File: src/rtl/tap_defs.vh
`ifndef TAP_DEFS_VH
`define TAP_DEFS_VH
// Instruction register width and codes
`define IR_WIDTH 10
`define IR_BYPASS 10'h3FF
`define IR_IDCODE 10'h006
`define IR_EXTEST 10'h00F
`define IR_SAMPLE 10'h005
`define IR_HIGHZ 10'h00B
`define IR_CLAMP 10'h00A
`define IR_USERCODE 10'h007
// Identification register, arbitrary neutral value (LSB must be 1)
`define ID_VALUE 32'h0000_0F01
// Number of user I/O pins carrying a boundary cell
`define IO_COUNT 4
// Bits per boundary cell and positions within a cell
`define CELL_BITS 3
`define CELL_IN 0
`define CELL_OE 1
`define CELL_OUT 2
// Consecutive TMS-high clocks that force reset
`define RESET_TMS_COUNT 5
`endif

File: src/rtl/jtag_boundary_scan_tap.v
// What this block does
// - Four pins only, no test reset pin
// - Sample serial input on rising test clock
// - Serial output changes on falling edge
// - Serial output enabled only while shifting
// - Mode select sampled on rising edge
// - Instruction selects action and data register
// - One-bit bypass register as shortest path
// - Boundary chain of three-bit cells per pin
// - Chain shifts from serial in toward out
// - Cells capture core value, enable, pad input
// - Update stages drive pad value, enable, core
// - Controller makes global shift, capture, update
// - Decoder makes cell mode select signal
// - No cells for supply or ground pins
// - Works regardless of configuration state
// - Patterns shifted in, captured values out
// - Force pins, capture pins or core anytime
// - All-ones code selects bypass register
// - Identification code selects ID register
// - External test drives and captures pins
// - Sample/preload snapshots pins, preloads pattern
`include "tap_defs.vh"
`default_nettype none

module jtag_boundary_scan_tap (
    input wire ref_clk_in,
    input wire rstn_in,
    input wire tck_in,
    input wire tms_in,
    input wire tdi_in,
    output reg tdo_out,
    output reg tdo_oe_out,
    input wire [`IO_COUNT-1:0] core_output_value_in,
    input wire [`IO_COUNT-1:0] core_output_enable_in,
    input wire [`IO_COUNT-1:0] pad_in,
    output reg [`IO_COUNT-1:0] pad_out,
    output reg [`IO_COUNT-1:0] pad_oe_out,
    output reg [`IO_COUNT-1:0] core_input_drive_out
);

    // ==================================================
    // Controller state codes
    localparam [3:0] ST_RESET = 4'h0;
    localparam [3:0] ST_IDLE = 4'h1;
    localparam [3:0] ST_SEL_DR = 4'h2;
    localparam [3:0] ST_CAP_DR = 4'h3;
    localparam [3:0] ST_SH_DR = 4'h4;
    localparam [3:0] ST_EX1_DR = 4'h5;
    localparam [3:0] ST_PAU_DR = 4'h6;
    localparam [3:0] ST_EX2_DR = 4'h7;
    localparam [3:0] ST_UPD_DR = 4'h8;
    localparam [3:0] ST_SEL_IR = 4'h9;
    localparam [3:0] ST_CAP_IR = 4'hA;
    localparam [3:0] ST_SH_IR = 4'hB;
    localparam [3:0] ST_EX1_IR = 4'hC;
    localparam [3:0] ST_PAU_IR = 4'hD;
    localparam [3:0] ST_EX2_IR = 4'hE;
    localparam [3:0] ST_UPD_IR = 4'hF;
    // Chain holds cells for user pins only; supply pins get none
    localparam CHAIN_LEN = `IO_COUNT * `CELL_BITS;

    // ==================================================
    // Reset release through two flops
    reg [1:0] rst_sync_ff;
    wire rst_n;
    always @(posedge ref_clk_in or negedge rstn_in) begin
        if (!rstn_in) begin
            rst_sync_ff <= 2'h0;
        end else begin
            rst_sync_ff <= {rst_sync_ff[0], 1'b1};
        end
    end
    assign rst_n = rst_sync_ff[1];

    // ==================================================
    // Pin synchronisers: three stages, change taken when last two agree
    reg [2:0] tck_sync_ff;
    reg [2:0] tms_sync_ff;
    reg [2:0] tdi_sync_ff;
    reg tck_lvl_ff;
    reg tms_lvl_ff;
    reg tdi_lvl_ff;

    // Level follows the pin once the last two stages agree, so a single
    // metastable sample can never make a false test clock edge
    function settle;
        input [2:0] sync;
        input lvl;
        begin
            if (sync[2] == sync[1]) begin
                settle = sync[2];
            end else begin
                settle = lvl;
            end
        end
    endfunction

    // Data stages reset high like the pin pull-ups; no false mode bits
    always @(posedge ref_clk_in or negedge rst_n) begin
        if (!rst_n) begin
            tck_sync_ff <= 3'h0;
            tms_sync_ff <= 3'h7;
            tdi_sync_ff <= 3'h7;
            tck_lvl_ff <= 1'b0;
            tms_lvl_ff <= 1'b1;
            tdi_lvl_ff <= 1'b1;
        end else begin
            tck_sync_ff <= {tck_sync_ff[1:0], tck_in};
            tms_sync_ff <= {tms_sync_ff[1:0], tms_in};
            tdi_sync_ff <= {tdi_sync_ff[1:0], tdi_in};
            tck_lvl_ff <= settle(tck_sync_ff, tck_lvl_ff);
            tms_lvl_ff <= settle(tms_sync_ff, tms_lvl_ff);
            tdi_lvl_ff <= settle(tdi_sync_ff, tdi_lvl_ff);
        end
    end

    // Edge strobes of the test clock; the level stage lags data by one
    // cycle so data sampled at the rise stays aligned with it
    wire tck_rise = tck_sync_ff[2] & tck_sync_ff[1] & ~tck_lvl_ff;
    wire tck_fall = ~tck_sync_ff[2] & ~tck_sync_ff[1] & tck_lvl_ff;
    wire tms_s = tms_lvl_ff;
    wire tdi_s = tdi_lvl_ff;

    // ==================================================
    // Controller state machine
    // Five high mode bits reach reset from any state; a cut frame leaves
    // the state where it stopped, as only a seen rise moves it
    reg [3:0] state_ff;
    reg [3:0] nxt_state;
    always @* begin
        nxt_state = state_ff;
        case (state_ff)
            ST_RESET: nxt_state = tms_s ? ST_RESET : ST_IDLE;
            ST_IDLE: nxt_state = tms_s ? ST_SEL_DR : ST_IDLE;
            ST_SEL_DR: nxt_state = tms_s ? ST_SEL_IR : ST_CAP_DR;
            ST_CAP_DR: nxt_state = tms_s ? ST_EX1_DR : ST_SH_DR;
            ST_SH_DR: nxt_state = tms_s ? ST_EX1_DR : ST_SH_DR;
            ST_EX1_DR: nxt_state = tms_s ? ST_UPD_DR : ST_PAU_DR;
            ST_PAU_DR: nxt_state = tms_s ? ST_EX2_DR : ST_PAU_DR;
            ST_EX2_DR: nxt_state = tms_s ? ST_UPD_DR : ST_SH_DR;
            ST_UPD_DR: nxt_state = tms_s ? ST_SEL_DR : ST_IDLE;
            ST_SEL_IR: nxt_state = tms_s ? ST_RESET : ST_CAP_IR;
            ST_CAP_IR: nxt_state = tms_s ? ST_EX1_IR : ST_SH_IR;
            ST_SH_IR: nxt_state = tms_s ? ST_EX1_IR : ST_SH_IR;
            ST_EX1_IR: nxt_state = tms_s ? ST_UPD_IR : ST_PAU_IR;
            ST_PAU_IR: nxt_state = tms_s ? ST_EX2_IR : ST_PAU_IR;
            ST_EX2_IR: nxt_state = tms_s ? ST_UPD_IR : ST_SH_IR;
            ST_UPD_IR: nxt_state = tms_s ? ST_SEL_DR : ST_IDLE;
            default: nxt_state = ST_RESET;
        endcase
    end

    // Global controls for every register; no configuration input exists,
    // so the port works in any configuration state
    wire shift_dr = (state_ff == ST_SH_DR);
    wire capture_dr = (state_ff == ST_CAP_DR);
    wire update_dr = (state_ff == ST_UPD_DR);
    wire shift_ir = (state_ff == ST_SH_IR);

    // ==================================================
    // Registers on the test clock rising edge
    reg [`IR_WIDTH-1:0] ir_shift_ff;
    reg [`IR_WIDTH-1:0] ir_ff;
    reg bypass_ff;
    reg [31:0] id_ff;
    reg [CHAIN_LEN-1:0] bsr_ff;
    reg [CHAIN_LEN-1:0] upd_ff;

    // Decode of the active instruction
    wire sel_bsr = (ir_ff == `IR_EXTEST) || (ir_ff == `IR_SAMPLE);
    wire sel_id = (ir_ff == `IR_IDCODE);
    wire test_mode = (ir_ff == `IR_EXTEST) || (ir_ff == `IR_CLAMP);
    wire highz_mode = (ir_ff == `IR_HIGHZ);
    // Clamp drives the update stage with bypass selected; high-z shuts
    // every pad driver but leaves the core inputs functional

    // Flat chain position of one stage of one cell
    function integer cell_idx;
        input integer pin;
        input integer pos;
        begin
            cell_idx = pin * `CELL_BITS + pos;
        end
    endfunction

    // Three-bit cell per I/O: bit 0 nearest serial out; pad, enable and
    // core values are all sampled so capture works in normal operation
    reg [CHAIN_LEN-1:0] cap_vec;
    integer i;
    always @* begin
        cap_vec = {CHAIN_LEN{1'b0}};
        for (i = 0; i < `IO_COUNT; i = i + 1) begin
            cap_vec[cell_idx(i, `CELL_OUT)] = core_output_value_in[i];
            cap_vec[cell_idx(i, `CELL_OE)] = core_output_enable_in[i];
            cap_vec[cell_idx(i, `CELL_IN)] = pad_in[i];
        end
    end

    always @(posedge ref_clk_in or negedge rst_n) begin
        if (!rst_n) begin
            state_ff <= ST_RESET;
            ir_shift_ff <= {`IR_WIDTH{1'b0}};
            ir_ff <= `IR_IDCODE;
            bypass_ff <= 1'b0;
            id_ff <= 32'h0;
            bsr_ff <= {CHAIN_LEN{1'b0}};
            upd_ff <= {CHAIN_LEN{1'b0}};
        end else if (tck_rise) begin
            state_ff <= nxt_state;
            // Instruction path; capture pattern ends in 01 so a broken
            // chain shows up at the tester
            if (state_ff == ST_CAP_IR) begin
                ir_shift_ff <= {{(`IR_WIDTH-2){1'b0}}, 2'b01};
            end else if (shift_ir) begin
                ir_shift_ff <= {tdi_s, ir_shift_ff[`IR_WIDTH-1:1]};
            end
            // Instruction falls back to the ID code as the controller enters
            // reset, so pads return to function without a further rise
            if (nxt_state == ST_RESET) begin
                ir_ff <= `IR_IDCODE;
            end else if (state_ff == ST_UPD_IR) begin
                ir_ff <= ir_shift_ff;
            end
            // Bypass: all unknown codes fall back to it
            // Captures zero, so a scan shows where each device sits
            if (capture_dr) begin
                bypass_ff <= 1'b0;
            end else if (shift_dr) begin
                bypass_ff <= tdi_s;
            end
            if (capture_dr && sel_id) begin
                id_ff <= `ID_VALUE;
            end else if (shift_dr && sel_id) begin
                id_ff <= {tdi_s, id_ff[31:1]};
            end
            // Boundary chain capture, shift, update
            if (capture_dr && sel_bsr) begin
                bsr_ff <= cap_vec;
            end else if (shift_dr && sel_bsr) begin
                bsr_ff <= {tdi_s, bsr_ff[CHAIN_LEN-1:1]};
            end
            if (update_dr && sel_bsr) begin
                upd_ff <= bsr_ff;
            end
        end
    end

    // ==================================================
    // Serial output: chosen register bit, launched on the falling edge
    // Launching on the fall gives the next device half a period of hold
    reg nxt_tdo;
    always @* begin
        if (shift_ir) begin
            nxt_tdo = ir_shift_ff[0];
        end else if (sel_bsr) begin
            nxt_tdo = bsr_ff[0];
        end else if (sel_id) begin
            nxt_tdo = id_ff[0];
        end else begin
            nxt_tdo = bypass_ff;
        end
    end

    always @(posedge ref_clk_in or negedge rst_n) begin
        if (!rst_n) begin
            tdo_out <= 1'b0;
            tdo_oe_out <= 1'b0;
        end else if (tck_fall) begin
            tdo_out <= nxt_tdo;
            tdo_oe_out <= shift_dr | shift_ir;
        end
    end

    // ==================================================
    // Pad and core drive: mode select picks update stage or function
    // Registered every cycle, so a mode change reaches the pads one clock
    // later and never glitches them
    integer k;
    always @(posedge ref_clk_in or negedge rst_n) begin
        if (!rst_n) begin
            pad_out <= {`IO_COUNT{1'b0}};
            pad_oe_out <= {`IO_COUNT{1'b0}};
            core_input_drive_out <= {`IO_COUNT{1'b0}};
        end else begin
            for (k = 0; k < `IO_COUNT; k = k + 1) begin
                if (test_mode) begin
                    pad_out[k] <= upd_ff[cell_idx(k, `CELL_OUT)];
                    pad_oe_out[k] <= upd_ff[cell_idx(k, `CELL_OE)];
                    core_input_drive_out[k] <= upd_ff[cell_idx(k, `CELL_IN)];
                end else begin
                    pad_out[k] <= core_output_value_in[k];
                    pad_oe_out[k] <= core_output_enable_in[k] & ~highz_mode;
                    core_input_drive_out[k] <= pad_in[k];
                end
            end
        end
    end

endmodule // jtag_boundary_scan_tap

`default_nettype wire

File: config.mk
export PLATFORM = sky130hd
export DESIGN_NAME = jtag_boundary_scan_tap
export DESIGN_NICKNAME = d
export VERILOG_FILES = /design/src/rtl/jtag_boundary_scan_tap.v
export VERILOG_INCLUDE_DIRS = /design/src /design/src/rtl
export SDC_FILE = /design/constraint.sdc
export NUM_CORES = 1
export LEC_CHECK = 0
export ABC_CLOCK_PERIOD_IN_PS = 8270
export BUFFER_PORTS_ARGS = -buffer_cell sky130_fd_sc_hd__buf_2
export CORE_UTILIZATION = 60
export CTS_CLUSTER_DIAMETER = 200
export DETAILED_ROUTE_END_ITERATION = 16
export GPL_TIMING_DRIVEN = 0
export HOLD_SLACK_MARGIN = 0.15
export PLACE_DENSITY = 0.81
export SYNTH_ARGS = -nofsm -noshare
export SYNTH_HDL_FRONTEND = slang
export SYNTH_SLANG_ARGS = --single-unit
File: constraint.sdc
create_clock -name ref_clk_in -period 8.27 [get_ports ref_clk_in]
set_clock_uncertainty 0.1 [all_clocks]
set_input_delay 0.827 -clock ref_clk_in [delete_from_list [all_inputs] [get_ports ref_clk_in]]
set_output_delay 0.827 -clock ref_clk_in [all_outputs]
set_load 0.02 [all_outputs]
==> metrics.json <==
{
  "sta": {
    "hold_violations": 0,
    "finalSetupViolations": 0,
    "max_slew_margin": 0.529,
    "rsz0062_at_grt": "no",
    "slew_violations": 0,
    "post_route_worst_setup_slack_ns": 5.93,
    "final_min_period_over_clock_period": 0.282,
    "finalCriticalPeriod_ns": 2.34,
    "max_freq_mhz": 428,
    "final_total_negative_setup_slack_ns": 0,
    "timing_worst_slew_pin_value_ns": 0.707
  },
  "die": {
    "floorplan.initialDensity": 0.620,
    "die-width_microns": 91.3,
    "std_cell_rows": 32,
    "die-height_microns": 91.3,
    "design.portCount": 31,
    "core-area_sq_mm": 0.00773,
    "die-area_sq_mm": 0.00834
  },
  "yosys": {
    "postSynth.asyncResetShare": 1.00,
    "syn_area_sq_mm": 0.00479,
    "synthTopCellsByArea": "dfrtp_1 52%, mux2_1 7.3%, dfstp_2 5.5%",
    "synthDominantCellAreaShare": 0.517,
    "synth_top_flop_cell": "dfrtp_1",
    "yosysWarnings": 0,
    "syn-mean-instance-area_sq_um": 11.9,
    "yosysMostFrequentCell": "dfrtp_1",
    "netlist_instances": 404,
    "synth.largest_area_cell": "dfrtp_1",
    "synth.distinct_cells": 49,
    "list_of_most_frequent_post_synthesis_cells": "99 x dfrtp_1, 40 x inv_1, 40 x nand2_1, 31 x mux2_1, 26 x mux2i_1",
    "synth_seq_cells": 109,
    "syn_nets": 423,
    "synth_edf_count": 0,
    "synth-seq-area-share": 0.572
  },
  "worst_setup_path": {
    "cp-start-kind": "flop",
    "critical_path_depth": 5,
    "critPathMaxFanout": 10,
    "slowest_stage": "nor4_2",
    "reg2reg_from": "ir_ff[5]$_DFFE_PN0P_",
    "worstPathRequired_ns": 8.43,
    "timing.critical_path.slowest_cell_delay_ns": 0.41,
    "startpoint": "ir_ff[5]$_DFFE_PN0P_",
    "number_of_cells_traversed_by_the_worst_register_to_register_path": 5,
    "worstPathBufferInverterCount": 1,
    "register_to_register_setup_slack_ns": 5.93,
    "cp_top_family": "simple AND/OR/NAND/NOR gates",
    "crit_type": "reg2reg",
    "cp_cell_sequence": "nor4_2, nand3_1, nor3_2, buf_2, mux2_1",
    "worstSetupEndpointType": "flop",
    "setup.worst_path.end": "upd_ff[2]$_DFFE_PN0P_",
    "rr_endpoint": "upd_ff[2]$_DFFE_PN0P_",
    "critPathArrivalTime_ns": 2.50
  },
  "min_path": {
    "holdCritPathClass": "reg2reg"
  },
  "placed_design": {
    "finalWeightedCongestion": 0.834,
    "buffer_ports.inserted": 30,
    "pre_cts_setup_slack_ns": 5.95,
    "area_after_dpl_sq_mm": 0.00510,
    "hpwl_mm": 5.82
  },
  "final_layout": {
    "fin_area_sq_mm": 0.00530,
    "finish.net_count": 466,
    "layout.core_utilization": 0.686,
    "drive_gt1_frac": 0.212,
    "antenna_cells_inserted": 0,
    "synthToLayoutAreaGrowth_pct": 10.7
  },
  "global_route": {
    "grt_start_max_net_pins": 55,
    "grt.total_usage": 0.225,
    "grt_overflow_total": 0,
    "antenna_found_initial": 0,
    "first_pass_grt_wire_length_mm": 14.5,
    "first_global_vias": 3044
  },
  "routing": {
    "drt-initial-drc-count": 158,
    "avgRoutedWirePerCell_microns": 15.2,
    "route.detailed.drc": 0,
    "routed_wl_mm": 8.42,
    "viasPerCell": 5.58,
    "first_pass_iters": 4,
    "postRouteAntennaNets": 0,
    "route.vias.total": 3090
  },
  "power": {
    "p_per_area_mw_per_mm2": 210,
    "p_total_mw": 1.11,
    "power_leakage_nw": 2.44,
    "vdd_ir_drop_max_mv": 0.151
  },
  "clock_tree": {
    "clock_path_buffers": 2,
    "clockRootBuffer": "clkbuf_8",
    "post_cts_resize_count": 0,
    "cts_made_buffers": 9,
    "cts.htree.levels": 3,
    "tritoncts_num_sinks": 109,
    "cts_tree": "done",
    "worst_skew_pair_later_pin_latency_ns": 0.38,
    "postCtsHoldBufs": 1,
    "path_clk_slew_ns": 0.10,
    "cts_setup_buffers": 0
  },
  "status": {
    "run_status": "finished, final reports clean"
  },
  "job": {
    "max_cap_viol_count": 0
  }
}
state kept, by name, indices dropped and copies added, names as in the netlist:
signal / flops
tdo_oe_out: 1
upd_ff: 12
tck_lvl_ff: 1
tms_lvl_ff: 1
id_ff: 32
tdi_lvl_ff: 1
pad_oe_out: 4
bypass_ff: 1
core_input_drive_out: 4
rst_sync_ff: 2
tdo_out: 1
bsr_ff: 12
pad_out: 4
tck_sync_ff: 3
ir_ff: 10
state_ff: 4
tms_sync_ff: 3
ir_shift_ff: 10
tdi_sync_ff: 3
worst min path at each step:
stage,cells after the start,slack (ns),start,end
after floorplan,0,0.23,rst_sync_ff[0]$_DFF_PN0_,rst_sync_ff[1]$_DFF_PN0_
after global placement,0,0.23,tck_sync_ff[0]$_DFF_PN0_,tck_sync_ff[1]$_DFF_PN0_
after detailed placement,0,0.24,rst_sync_ff[0]$_DFF_PN0_,rst_sync_ff[1]$_DFF_PN0_
after CTS,0,0.27,tdi_sync_ff[0]$_DFF_PN1_,tdi_sync_ff[1]$_DFF_PN1_
after global routing,0,0.27,tdi_sync_ff[0]$_DFF_PN1_,tdi_sync_ff[1]$_DFF_PN1_
final,0,0.27,tdi_sync_ff[0]$_DFF_PN1_,tdi_sync_ff[1]$_DFF_PN1_
power breakdown:
part           switching, mW  leakage, nW  total (mW)  internal [mW]
clock                  0.196       0.0981       0.316          0.120
combinational          0.128        0.901       0.202         0.0744
sequential            0.0302         1.44       0.595          0.565
total                  0.354         2.44        1.11          0.760
cell type report:
class,instances,area (sq um)
clock inverters,7,70.1
fillers,545,2420
clock buffers,9,124
inverters,41,154
well taps,102,128
flip-flops and latches,109,2740
plain buffers,22,105
multi-input cells,232,1790
repair buffers,32,188
worst reg2reg max path: cells and delay by family, from the launching register on:
kind | cells | cell delay [ns]
buffers and inverters | 1 | 0.33
multiplexers | 1 | 0.36
AND/OR/NAND/NOR | 3 | 1.05
flip-flops | 1 | 0.40
layer usage:
metal,track usage,wire length (microns),vias up
li1,-,-,1470
met1,0.302,3860,1547
met2,0.350,4030,57
met3,0.0670,372,16
met4,0.0820,160,0
met5,0,0,-
layout by cell type (no fill, tap or decap), drive strengths merged, types with 11 or more instances in the layout:
| cell | count |
|---|---|
| nand2 | 40 |
| nand4 | 11 |
| a22o | 13 |
| o21ai | 15 |
| buf | 43 |
| clkbuf | 19 |
| mux2i | 26 |
| dfrtp | 99 |
| inv | 47 |
| mux2 | 53 |
metrics by stage:
step	instances	hold WS, ns
global route	554	0.269
floorplan	404	0.231
detailed placement	537	0.241
global placement	536	0.234
CTS	554	0.268
finish	554	0.265
cell families (layout without fill, tap and decap cells):
family,Yosys count,in the layout,synth area share
mux,79,79,0.179
other cells,1,1,0.000783
simple gates,95,95,0.106
compound gates,49,49,0.0716
flops,109,109,0.572
buf+inv,63,111,0.0541
fa+ha+maj,4,4,0.00940
xor+xnor,4,4,0.00732
No activity file was read; power rests on OpenSTA's default activity.
